**src/verilog/ssi_cfg.svh**
```systemverilog
// Constants for the synchronous serial port: mode codes, reset values, timing.
// Assumes a 25 MHz system clock; included by the package and the port module.
`ifndef SSI_CFG_SVH
`define SSI_CFG_SVH

// Four-bit mode field codes
`define SSI_MODE_MASTER 4'h0
`define SSI_MODE_SLAVE_SS 4'h4
`define SSI_MODE_SLAVE 4'h5
`define SSI_MODE_I2C_SLAVE 4'h6

// Field widths and reset values
`define SSI_BYTE_W 8
`define SSI_ADDR_W 7
`define SSI_SYNC_W 5
`define SSI_SYNC_INIT 5'h1F
`define SSI_LAST_BIT 3'h7
`define SSI_I2C_BITS 4'h8

// Timing: system clock period and master serial clock half period
`define SSI_CLK_NS 40
`define SSI_HALF_NS 160
`define SSI_HALF_CYC ((`SSI_HALF_NS + `SSI_CLK_NS - 1) / `SSI_CLK_NS)

`endif

```
**src/verilog/ssi_pkg.sv**
```systemverilog
// Types shared by the synchronous serial port files.
// Assumes the constants header is on the include path.
package ssi_pkg;
   `include "ssi_cfg.svh"

   typedef struct packed {
      logic enable;
      logic [3:0] mode;
      logic ckp;
      logic cke;
      logic input_sample_phase;
   } ssi_ctrl_t;

   typedef struct packed {
      logic sck;
      logic ss_n;
      logic sdi;
   } ssi_spi_in_t;

   typedef enum logic [2:0] {I_IDLE, I_ADDR, I_ACK, I_RX, I_TX, I_TACK} ssi_i2c_state_t;
endpackage

```
**src/verilog/ssi_port.sv**
```systemverilog
// Synchronous serial port: SPI master/slave with slave-select sync, I2C slave.
// Assumes external open-drain resolution of SCL/SDA and pull-ups on the bus.
`timescale 1ns/1ps
`include "ssi_cfg.svh"
module ssi_port #(
   parameter int HALF_CYC = `SSI_HALF_CYC
) (
   // Clock and reset
   input wire logic CLOCK,
   input wire logic ARST_N,
   // Configuration
   input wire ssi_pkg::ssi_ctrl_t CTRL,
   input wire logic [`SSI_ADDR_W-1:0] OWN_ADDR,
   input wire logic STRETCH_EN,
   input wire logic SLEEP,
   // Software data path
   input wire logic [`SSI_BYTE_W-1:0] WR_DATA,
   input wire logic WR_STB,
   input wire logic RD_STB,
   output logic [`SSI_BYTE_W-1:0] RD_DATA,
   output logic BUF_FULL,
   // Flags and their clears
   output logic INT_FLAG,
   input wire logic INT_CLR,
   output logic COLLISION,
   input wire logic COLLISION_CLR,
   output logic ARB_LOST,
   input wire logic ARB_CLR,
   input wire logic SCL_RELEASE,
   // SPI pins
   input wire ssi_pkg::ssi_spi_in_t SPI_IN,
   output logic SCK_OUT,
   output logic SDO,
   output logic SDO_OE,
   // I2C pins
   input wire logic SCL_IN,
   input wire logic SDA_IN,
   output logic SCL_OUT,
   output logic SCL_OE,
   output logic SDA_OUT,
   output logic SDA_OE
);
   import ssi_pkg::*;

   logic [`SSI_SYNC_W-1:0] pin_s;
   logic sck_s, ss_n_s, sdi_s, scl_s, sda_s;
   ssi_sync3 #(.W(`SSI_SYNC_W), .INIT(`SSI_SYNC_INIT)) u_sync (
      .clk(CLOCK),
      .arst_n(ARST_N),
      .din({SPI_IN.sck, SPI_IN.ss_n, SPI_IN.sdi, SCL_IN, SDA_IN}),
      .dout(pin_s)
   );
   assign {sck_s, ss_n_s, sdi_s, scl_s, sda_s} = pin_s;

   logic en, spi_master, slave_ss, spi_slave, i2c, ss_idle;
   assign en = CTRL.enable;
   assign spi_master = en && CTRL.mode == `SSI_MODE_MASTER;
   assign slave_ss = en && CTRL.mode == `SSI_MODE_SLAVE_SS;
   assign spi_slave = slave_ss || (en && CTRL.mode == `SSI_MODE_SLAVE);
   assign i2c = en && CTRL.mode == `SSI_MODE_I2C_SLAVE;
   assign ss_idle = slave_ss && ss_n_s;

   // SPI and software-side state
   logic [7:0] sh_reg, sh_next, rx_reg, rx_next, txb_reg, txb_next, div_reg, div_next;
   logic [2:0] cnt_reg, cnt_next;
   logic mbusy_reg, mbusy_next, mdone_reg, mdone_next, mck_reg, mck_next;
   logic sck_prev_reg, sck_prev_next, bf_reg, bf_next, int_reg, int_next;
   logic coll_reg, coll_next, arb_reg, arb_next;
   logic sck_lvl, sample_ev, tick, spi_busy, shift_on;
   logic i2c_rx_ev, i2c_arb_ev;
   logic [7:0] i2c_rx_byte;

   assign sck_lvl = spi_master ? mck_reg : sck_s;
   assign sample_ev = sck_lvl != sck_prev_reg && sck_lvl == (CTRL.ckp ^ CTRL.cke);
   // Divider stops while asleep, so the master clock and shifter freeze in place
   assign tick = spi_master && mbusy_reg && !SLEEP && div_reg == 8'(HALF_CYC - 1);
   assign spi_busy = cnt_reg != 3'h0 || mbusy_reg;
   assign shift_on = spi_master ? mbusy_reg : spi_slave && !ss_idle;

   always_comb begin
      sh_next = sh_reg;
      rx_next = rx_reg;
      txb_next = txb_reg;
      cnt_next = cnt_reg;
      mbusy_next = mbusy_reg;
      mdone_next = mdone_reg;
      mck_next = mck_reg;
      div_next = div_reg;
      sck_prev_next = sck_lvl;
      bf_next = bf_reg && !RD_STB;
      int_next = int_reg && !INT_CLR;
      coll_next = coll_reg && !COLLISION_CLR;
      arb_next = arb_reg && !ARB_CLR;
      if (spi_master && mbusy_reg && !SLEEP) begin
         div_next = tick ? 8'h00 : div_reg + 8'h01;
      end
      if (tick) begin
         if (mdone_reg && mck_reg == CTRL.ckp) begin
            mbusy_next = 1'b0;
            mdone_next = 1'b0;
         end else begin
            mck_next = ~mck_reg;
         end
      end
      if (!mbusy_reg && !tick) begin
         mck_next = CTRL.ckp;
      end
      if (sample_ev && shift_on) begin
         sh_next = {sh_reg[6:0], sdi_s};
         cnt_next = cnt_reg + 3'h1;
         if (cnt_reg == `SSI_LAST_BIT) begin
            rx_next = {sh_reg[6:0], sdi_s};
            bf_next = 1'b1;
            int_next = 1'b1;
            mdone_next = spi_master;
         end
      end
      if (WR_STB) begin
         if ((spi_master || spi_slave) && (spi_busy || coll_reg)) begin
            coll_next = 1'b1;
         end else begin
            txb_next = WR_DATA;
            if (spi_master || spi_slave) begin
               sh_next = WR_DATA;
               mbusy_next = spi_master;
               div_next = 8'h00;
            end
         end
      end
      if (i2c_rx_ev) begin
         rx_next = i2c_rx_byte;
         bf_next = 1'b1;
         int_next = 1'b1;
      end
      if (i2c_arb_ev) begin
         arb_next = 1'b1;
      end
      // Select high or disable realigns the slave for the next transfer
      if (ss_idle || !en) begin
         cnt_next = 3'h0;
      end
      if (!en) begin
         mbusy_next = 1'b0;
         mdone_next = 1'b0;
         mck_next = CTRL.ckp;
      end
   end

   always_ff @(posedge CLOCK or negedge ARST_N) begin
      if (!ARST_N) begin
         sh_reg <= 8'h00;
         rx_reg <= 8'h00;
         txb_reg <= 8'h00;
         div_reg <= 8'h00;
         cnt_reg <= 3'h0;
         mbusy_reg <= 1'b0;
         mdone_reg <= 1'b0;
         mck_reg <= 1'b0;
         sck_prev_reg <= 1'b0;
         bf_reg <= 1'b0;
         int_reg <= 1'b0;
         coll_reg <= 1'b0;
         arb_reg <= 1'b0;
      end else begin
         sh_reg <= sh_next;
         rx_reg <= rx_next;
         txb_reg <= txb_next;
         div_reg <= div_next;
         cnt_reg <= cnt_next;
         mbusy_reg <= mbusy_next;
         mdone_reg <= mdone_next;
         mck_reg <= mck_next;
         sck_prev_reg <= sck_prev_next;
         bf_reg <= bf_next;
         int_reg <= int_next;
         coll_reg <= coll_next;
         arb_reg <= arb_next;
      end
   end

   // I2C slave state
   ssi_i2c_state_t ist_reg, ist_next;
   logic [3:0] icnt_reg, icnt_next;
   logic [7:0] ish_reg, ish_next;
   logic rw_reg, rw_next, sda_low_reg, sda_low_next, hold_reg, hold_next;
   logic scl_prev_reg, sda_prev_reg, scl_r, scl_f, start_ev, stop_ev, addr_hit;

   assign scl_r = scl_s && !scl_prev_reg;
   assign scl_f = !scl_s && scl_prev_reg;
   assign start_ev = scl_s && scl_prev_reg && sda_prev_reg && !sda_s;
   assign stop_ev = scl_s && scl_prev_reg && !sda_prev_reg && sda_s;
   assign addr_hit = ish_reg[7:1] == OWN_ADDR;
   assign i2c_rx_byte = ish_reg;

   always_comb begin
      ist_next = ist_reg;
      icnt_next = icnt_reg;
      ish_next = ish_reg;
      rw_next = rw_reg;
      sda_low_next = sda_low_reg;
      hold_next = hold_reg && !SCL_RELEASE;
      i2c_rx_ev = 1'b0;
      i2c_arb_ev = 1'b0;
      unique case (ist_reg)
         I_IDLE: ;
         I_ADDR, I_RX: begin
            if (scl_r && icnt_reg != `SSI_I2C_BITS) begin
               ish_next = {ish_reg[6:0], sda_s};
               icnt_next = icnt_reg + 4'h1;
            end else if (scl_f && icnt_reg == `SSI_I2C_BITS) begin
               if (ist_reg == I_RX || addr_hit) begin
                  ist_next = I_ACK;
                  sda_low_next = 1'b1;
                  rw_next = ist_reg == I_ADDR ? ish_reg[0] : rw_reg;
                  i2c_rx_ev = ist_reg == I_RX;
               end else begin
                  ist_next = I_IDLE;
               end
            end
         end
         I_ACK: begin
            if (scl_f) begin
               icnt_next = 4'h0;
               hold_next = STRETCH_EN;
               ist_next = rw_reg ? I_TX : I_RX;
               ish_next = txb_reg;
               sda_low_next = rw_reg && !txb_reg[7];
            end
         end
         I_TX: begin
            if (scl_r) begin
               if (!sda_low_reg && !sda_s) begin
                  ist_next = I_IDLE;
                  sda_low_next = 1'b0;
                  i2c_arb_ev = 1'b1;
               end else begin
                  icnt_next = icnt_reg + 4'h1;
                  ish_next = {ish_reg[6:0], 1'b0};
               end
            end else if (scl_f) begin
               sda_low_next = icnt_reg != `SSI_I2C_BITS && !ish_reg[7];
               ist_next = icnt_reg == `SSI_I2C_BITS ? I_TACK : I_TX;
            end
         end
         I_TACK: begin
            if (scl_r) begin
               icnt_next = 4'h0;
               ish_next = txb_reg;
               ist_next = sda_s ? I_IDLE : I_TX;
            end
         end
      endcase
      if (start_ev) begin
         ist_next = I_ADDR;
         icnt_next = 4'h0;
         sda_low_next = 1'b0;
      end
      if (stop_ev || !i2c) begin
         ist_next = I_IDLE;
         sda_low_next = 1'b0;
         hold_next = 1'b0;
      end
   end

   always_ff @(posedge CLOCK or negedge ARST_N) begin
      if (!ARST_N) begin
         ist_reg <= I_IDLE;
         icnt_reg <= 4'h0;
         ish_reg <= 8'h00;
         rw_reg <= 1'b0;
         sda_low_reg <= 1'b0;
         hold_reg <= 1'b0;
         scl_prev_reg <= 1'b1;
         sda_prev_reg <= 1'b1;
      end else begin
         ist_reg <= ist_next;
         icnt_reg <= icnt_next;
         ish_reg <= ish_next;
         rw_reg <= rw_next;
         sda_low_reg <= sda_low_next;
         hold_reg <= hold_next;
         scl_prev_reg <= scl_s;
         sda_prev_reg <= sda_s;
      end
   end

   assign RD_DATA = rx_reg;
   assign BUF_FULL = bf_reg;
   assign INT_FLAG = int_reg;
   assign COLLISION = coll_reg;
   assign ARB_LOST = arb_reg;
   assign SCK_OUT = mck_reg;
   assign SDO = sh_reg[7];
   assign SDO_OE = (spi_master || spi_slave) && !ss_idle;
   // Open-drain: only ever pull low
   assign SDA_OUT = 1'b0;
   assign SDA_OE = sda_low_reg;
   assign SCL_OUT = 1'b0;
   assign SCL_OE = hold_reg;
endmodule

```
**src/verilog/ssi_sync3.sv**
```systemverilog
// Three-stage input synchroniser with agreement filter, one lane per bit.
// Assumes asynchronous pin levels; output changes only when stages two and three agree.
`timescale 1ns/1ps
module ssi_sync3 #(
   parameter int W = 5,
   parameter logic [W-1:0] INIT = '1
) (
   // Clock and reset
   input wire logic clk,
   input wire logic arst_n,
   // Lanes
   input wire logic [W-1:0] din,
   output logic [W-1:0] dout
);
   for (genvar i = 0; i < W; i++) begin : g_bit
      logic s1_reg, s2_reg, s3_reg, o_reg, o_next;
      always_comb begin
         o_next = (s2_reg == s3_reg) ? s3_reg : o_reg;
      end
      always_ff @(posedge clk or negedge arst_n) begin
         if (!arst_n) begin
            s1_reg <= INIT[i];
            s2_reg <= INIT[i];
            s3_reg <= INIT[i];
            o_reg <= INIT[i];
         end else begin
            s1_reg <= din[i];
            s2_reg <= s1_reg;
            s3_reg <= s2_reg;
            o_reg <= o_next;
         end
      end
      assign dout[i] = o_reg;
   end
endmodule

```
**config.mk**
```make
export PLATFORM = sky130hd
export DESIGN_NAME = ssi_port
export DESIGN_NICKNAME = d
export VERILOG_FILES = /design/src/verilog/ssi_pkg.sv /design/src/verilog/ssi_port.sv /design/src/verilog/ssi_sync3.sv
export VERILOG_INCLUDE_DIRS = /design/src /design/src/verilog
export SDC_FILE = /design/constraint.sdc
export NUM_CORES = 1
export LEC_CHECK = 0
export BUFFER_PORTS_ARGS = -buffer_cell sky130_fd_sc_hd__buf_2
export CAP_MARGIN = 20
export CORE_MARGIN = 10
export CORE_UTILIZATION = 45
export CTS_BUF_LIST = sky130_fd_sc_hd__clkbuf_4 sky130_fd_sc_hd__clkbuf_8
export DETAILED_ROUTE_END_ITERATION = 6
export MAX_ROUTING_LAYER = met4
export PLACE_DENSITY_LB_ADDON = 0.08
export RECOVER_POWER = 100
export SLEW_MARGIN = 40
export SYNTH_ARGS = -nofsm -noshare
export SYNTH_HDL_FRONTEND = slang
export SYNTH_SLANG_ARGS = --single-unit
```
**constraint.sdc**
```tcl
create_clock -name CLOCK -period 2.91 [get_ports CLOCK]
set_clock_uncertainty 0.15 [all_clocks]
set_input_delay 0.4365 -clock CLOCK [delete_from_list [all_inputs] [get_ports CLOCK]]
set_output_delay 0.4365 -clock CLOCK [all_outputs]
set_load 0.1 [all_outputs]
```
---- Yosys cells after proc, flatten, opt, wreduce, memory -nomap -nowiden ----
Index checks and enable logic that the tools add are counted.
cells by class
  add/sub/neg operators ................... 3
  $mul .................................... 0
  divide/modulo/power cells ............... 0
  $lt $le $gt $ge ......................... 0
  equal/unequal tests ..................... 40
  shifts and indexed selects .............. 0
  multiplexer cells ....................... 87
  bitwise operators ....................... 4
  reduce and logical (&&, ||, !) cells .... 75
operators with widths
  cell                                                 count
  two-way mux 8 bit                                    17
  two-way mux 1 bit                                    46
  two-way mux 3 bit                                    13
  logical AND 1 bit                                    32
  case mux 8 bit (4 select lines)                      1
  two-way mux 4 bit                                    6
  != test 4 bit, second input constant                 6
  logical NOT 1 bit                                    18
  case mux 4 bit (4 select lines)                      1
  != test 3 bit, second input constant                 5
  AND reduction 7 bit                                  2
  equality test 4 x 3 -> 1 bit, second input constant  3
  case mux 3 bit (4 select lines)                      1
  AND reduction 6 bit                                  2
  != test 2 bit, second input constant                 5
  != test 5 bit, second input constant                 2
  nonzero test 5 bit                                   2
  equality test 3 bit, second input constant           3
  adder 8 x 1 -> 8 bit, second input constant          1
  equality test 8 x 2 -> 1 bit, second input constant  1
  equality test 1 bit                                  7
  equality test 7 bit                                  1
  logical OR 1 bit                                     7
  equality test 3 x 2 -> 1 bit, second input constant  2
  other kinds (19)                                     25
word-level totals
  flip-flop bits (word level) ............. 83
  latch bits .............................. 0
  bits in writable memories ............... 0
  memory bits (read-only) ................. 0
  output and inout bits ................... 19
  word-level logic and storage cells ...... 250
  memories kept ........................... 0

---- Depth between registers and ports, before layout ----
  depth in word-level cells ............... 11
  mapped depth ............................ 8

---- By module ----
A second synthesis with hierarchy kept.
unflattened totals
  cell total of the unflattened synthesis .. 424
  area, all modules ....................... 4297.9 um2
by module, submodules not included
  module     times used  cells an instance  area each (um2)  sequential area each (um2)
  ssi_port   1           394                3678.5           1579.0
  ssi_sync3  1           30                 619.3            525.5

---- Least setup slack after synthesis ----
No wires, ideal clock.
  path type ............................... register to register
  start ................................... register mck_reg, in the netlist SCK_OUT
  end ..................................... register rx_reg[5], in the netlist RD_DATA[5]
  library setup time ...................... 141 ps
  arrival time ............................ 2576 ps
  data required time ...................... 2619 ps
  setup slack ............................. 43 ps
  stages on the path, launching flop included .. 7
  period minus slack after synthesis ...... 2867 ps
  cell sequence ........................... dfrtp_1 -> or3b_2 -> or4_1 -> o211a_2 -> buf_2 -> o21ai_1 -> a31oi_1
on the way
  cells in the longest elaborated chain, start to end .. 6
  elaborated cells on any way between the ends .. 7
  classes of those cells .................. 2 x eq/ne; 1 x mux; 4 x reduce/logical
ends and longest elaborated chain
  element                                               RTL line         text
  from (decl)                                           ssi_port.sv:66   logic mbusy_reg, mbusy_next, mdone_reg, mdone_next, mck_reg, mck_next;
  from (signal assigned)                                ssi_port.sv:172  mck_reg <= mck_next;
  two-way mux 1 bit (*)                                 ssi_port.sv:73   assign sck_lvl = spi_master ? mck_reg : sck_s;
  != test 1 bit or equality test 1 bit (tied branches)  ssi_port.sv:74   assign sample_ev = sck_lvl != sck_prev_reg && sck_lvl == (CTRL.ckp ^ CTRL.cke);
  logical AND 1 bit (*)                                 ssi_port.sv:74
  logical AND 1 bit (*)                                 ssi_port.sv:108  if (sample_ev && shift_on) begin
  nonzero test 2 bit (no line) (*)                      n/a
  AND reduction 2 bit (no line) (*)                     n/a
  to (signal assigned)                                  ssi_port.sv:166  rx_reg <= rx_next;
  to (decl)                                             ssi_port.sv:64   logic [7:0] sh_reg, sh_next, rx_reg, rx_next, txb_reg, txb_next, div_reg, div_next;
Mark *: on every way between the ends. The rest lies on a longest branch, timed or not.
A chain may end at the register's enable or synchronous reset.

---- Final worst setup path ----
  start ................................... input CTRL[7] (netlist name)
  end ..................................... output SDO_OE
on the way
  cells in the longest elaborated chain, start to end .. 4
  elaborated cells on any way between the ends .. 8
  classes of those cells .................. 8 x reduce/logical
ends and longest elaborated chain
  element                                                RTL line                        text
  from (decl)                                            ssi_port.sv:12                  input wire ssi_pkg::ssi_ctrl_t CTRL,
  logical AND 1 bit (no line)                            n/a
  logical OR 1 bit or logical AND 1 bit (tied branches)  ssi_port.sv:59, ssi_port.sv:61
  logical OR 1 bit or logical NOT 1 bit (tied branches)  ssi_port.sv:294                 assign SDO_OE = (spi_master || spi_slave) && !ss_idle;
  logical AND 1 bit (*)                                  ssi_port.sv:294
  to (decl)                                              ssi_port.sv:34                  output logic SDO_OE,
Marked as above.

==> reports/metrics.yaml <==
cp_data_arrival_time_ns: 2.03
synthFlopType: "dfrtp_1"
routedWlPerCell_microns: 16.2
grt_max_degree: 50
hold_end: "u_sync.g_bit[0].s1_reg$_DFF_PN1_"
portBuffers: 53
drive_gt1_share_pct: 19.2
seqPwrFrac_pct: 55.2
post_cts_buffers: 0
clkSinkCount: 83
fin_area_sq_um: 4690
syn_inst: 411
drtAntennaViolNets: 0
synth_edf_count: 0
p_leak_nw: 1.95
dr_wl_met3_microns: 694
clockBufferDepth: 2
start_util_pct: 46.7
drt-total-wl_microns: 9500
maxCapViolations: 0
gp_congestion: 0.862
area_growth_pct: 13.5
drc: 0
switching_power_mw: 0.664
rrSetupSlack_ns: 0.40
reg2reg_to: "mdone_reg$_DFF_PN0_"
die_w_microns: 116
die_h_microns: 116
startpoint: "CTRL[7]"
finalSetupTns_ns: 0
drt_iter0_drc: 125
place_ws_ns: 0.367
drv_slew: 0
clock_power_share_pct: 32.3
relSlewSlack_pct: 17.0
antennaDiodeCount: 0
nets: 520
placed_area_sq_um: 4550
grt_use_total_pct: 15.2
cts_made_buffers: 9
final_cell_mix: "dfrtp_1 (61), nor2_1 (51), buf_2 (36), nand2_1 (32), a31oi_1 (26)"
dp_hpwl_microns: 6980
crit_fanout: 8
start_kind: "primary input"
p_comb_share_pct: 12.5
min_from: "SDA_IN"
end_kind: "output port"
root_buffer: "clkbuf_8"
hp-class: "in2reg"
htree_levels: 3
powerDensity_nw_per_um2: 504
firstDrtPassIters: 5
vias: 3262
ys_types: 61
cts_tree: "done"
io_pins: 57
setup_ws_ns: 0.295
antenna_found_initial: 0
clock_latency_ns: 0.36
grt_pass1_wl_microns: 15900
syn_area_sq_um: 4140
worst_pin_slew_ns: 1.25
finalSetupViolCount: 0
wl_met1_microns: 4610
fp-row-count: 34
status: "finished clean"
hold_path_depth: 1
timing.rr.start: "SCK_OUT$_DFFE_PN0P_"
criticalPathCategory: "in2out"
worst_r2r_path_depth: 5
swShare_pct: 28.1
dr_wl_met2_microns: 4070
layout_commonest_cell: "dfrtp_1"
clk_pin_slew_ns: 0.08
internal-power_mw: 1.70
fin_crit_ns: 2.62
finalCritPeriodShare_pct: 89.9
rsz0062_at_grt: "false"
ys_ff_latch: 83
max-vdd-ir-drop_mv: 0.316
synth.avg_cell_area_sq_um: 10.1
core_area_sq_um: 8850
grt_pass1_vias: 3187
ys_seq_area_share_pct: 50.9
cp.required_ns: 2.32
final_hold_viol_count: 0
ys_async_sr_fraction_pct: 100
overflow: 0
routed.top_layer: "met4"
vias_per_cell: 5.57
synth_warnings: 0
die_area_sq_um: 13400
clock.fmax_mhz: 382
-- per-layer routing --
metal,up-vias,global-route usage (%)
met2,102,20.8
met1,1551,21.3
met5,-,-
li1,1599,-
met3,10,4.03
met4,0,4.92
-- worst max path at each step --
| stage | endpoint | depth (start not counted) |
|---|---|---|
| floorplan | RD_DATA[5]$_DFFE_PN0P_ | 6 |
| global placement | mdone_reg$_DFF_PN0_ | 6 |
| detailed placement | mdone_reg$_DFF_PN0_ | 6 |
| CTS | ist_reg[1]$_DFFE_PN0P_ | 6 |
| global route | SDO_OE | 5 |
| finish | SDO_OE | 5 |
-- final cells by class --
class	count	area [sq um]
Fill cell	852	4160
Sequential cell	83	2100
Multi-Input combinational cell	298	1870
Timing Repair Buffer	66	349
Clock buffer	12	153
Tap cell	108	135
Inverter	15	56.3
Clock inverter	4	26.3
-- through the flow --
step / hold WS [ns] / total power [mW] / cells / utilization (%)
after floorplan: -0.00909 / 1.52 / 412 / -
after detailed placement: 0.198 / 1.63 / 569 / 51.4
after global routing: 0.000350 / 2.48 / 586 / 53.0
after CTS: 0.00324 / 2.41 / 586 / 53.5
after global placement: 0.196 / 1.63 / 569 / 51.4
final: 0.0261 / 2.36 / 586 / 53.0
-- power by group through the flow --
stage | clock network [mW] | logic, mW | registers [mW]
floorplan | 0 | 0.169 | 1.35
global placement | 0 | 0.298 | 1.33
detailed placement | 0 | 0.303 | 1.33
CTS | 0.794 | 0.305 | 1.31
global route | 0.839 | 0.326 | 1.32
finish | 0.763 | 0.296 | 1.30
-- repair_timing --
item	CTS	global route
endpoints found under the hold margin	30	0
resized for setup	0	0
hold buffers	1	0
-- synthesized netlist by cell type (6+ instances only) --
cell / number / share of area, %
dfrtp_1: 61 / 37
nor2_1: 51 / 4.6
nand2_1: 31 / 2.8
a31oi_1: 26 / 3.9
dfstp_2: 22 / 14
a21oi_1: 19 / 2.3
o21ai_1: 19 / 2.3
inv_1: 14 / 1.3
nand3_1: 13 / 1.6
nand4_1: 13 / 2.0
ha_1: 9 / 2.7
mux2_2: 9 / 2.5
xor2_1: 9 / 1.9
nand2b_1: 8 / 1.2
xnor2_1: 8 / 1.7
clkbuf_1: 7 / 0.64
o21ai_0: 7 / 0.85
nor2b_1: 6 / 0.91
-- kinds of logic (layout without fill, tap and decap cells) --
logic type	after synthesis	in the layout	share of synthesized area, %
AND/OR/NAND/NOR	152	152	18.7
adder cells (fa/ha/maj)	14	14	3.93
buffers and inverters	31	97	3.66
other	1	2	0.0907
AO/OA/AOI/OAI	96	96	14.6
multiplexers	17	17	4.48
XOR/XNOR	17	17	3.60
flip-flops	83	83	50.9
-- critical path, stage by stage --
cell and delay (ns):
buf_2 0.18, nor3b_1 0.68, nand3_1 0.20, nand2_1 0.11, buf_2 0.43
Power figures use the tool's default switching activity.
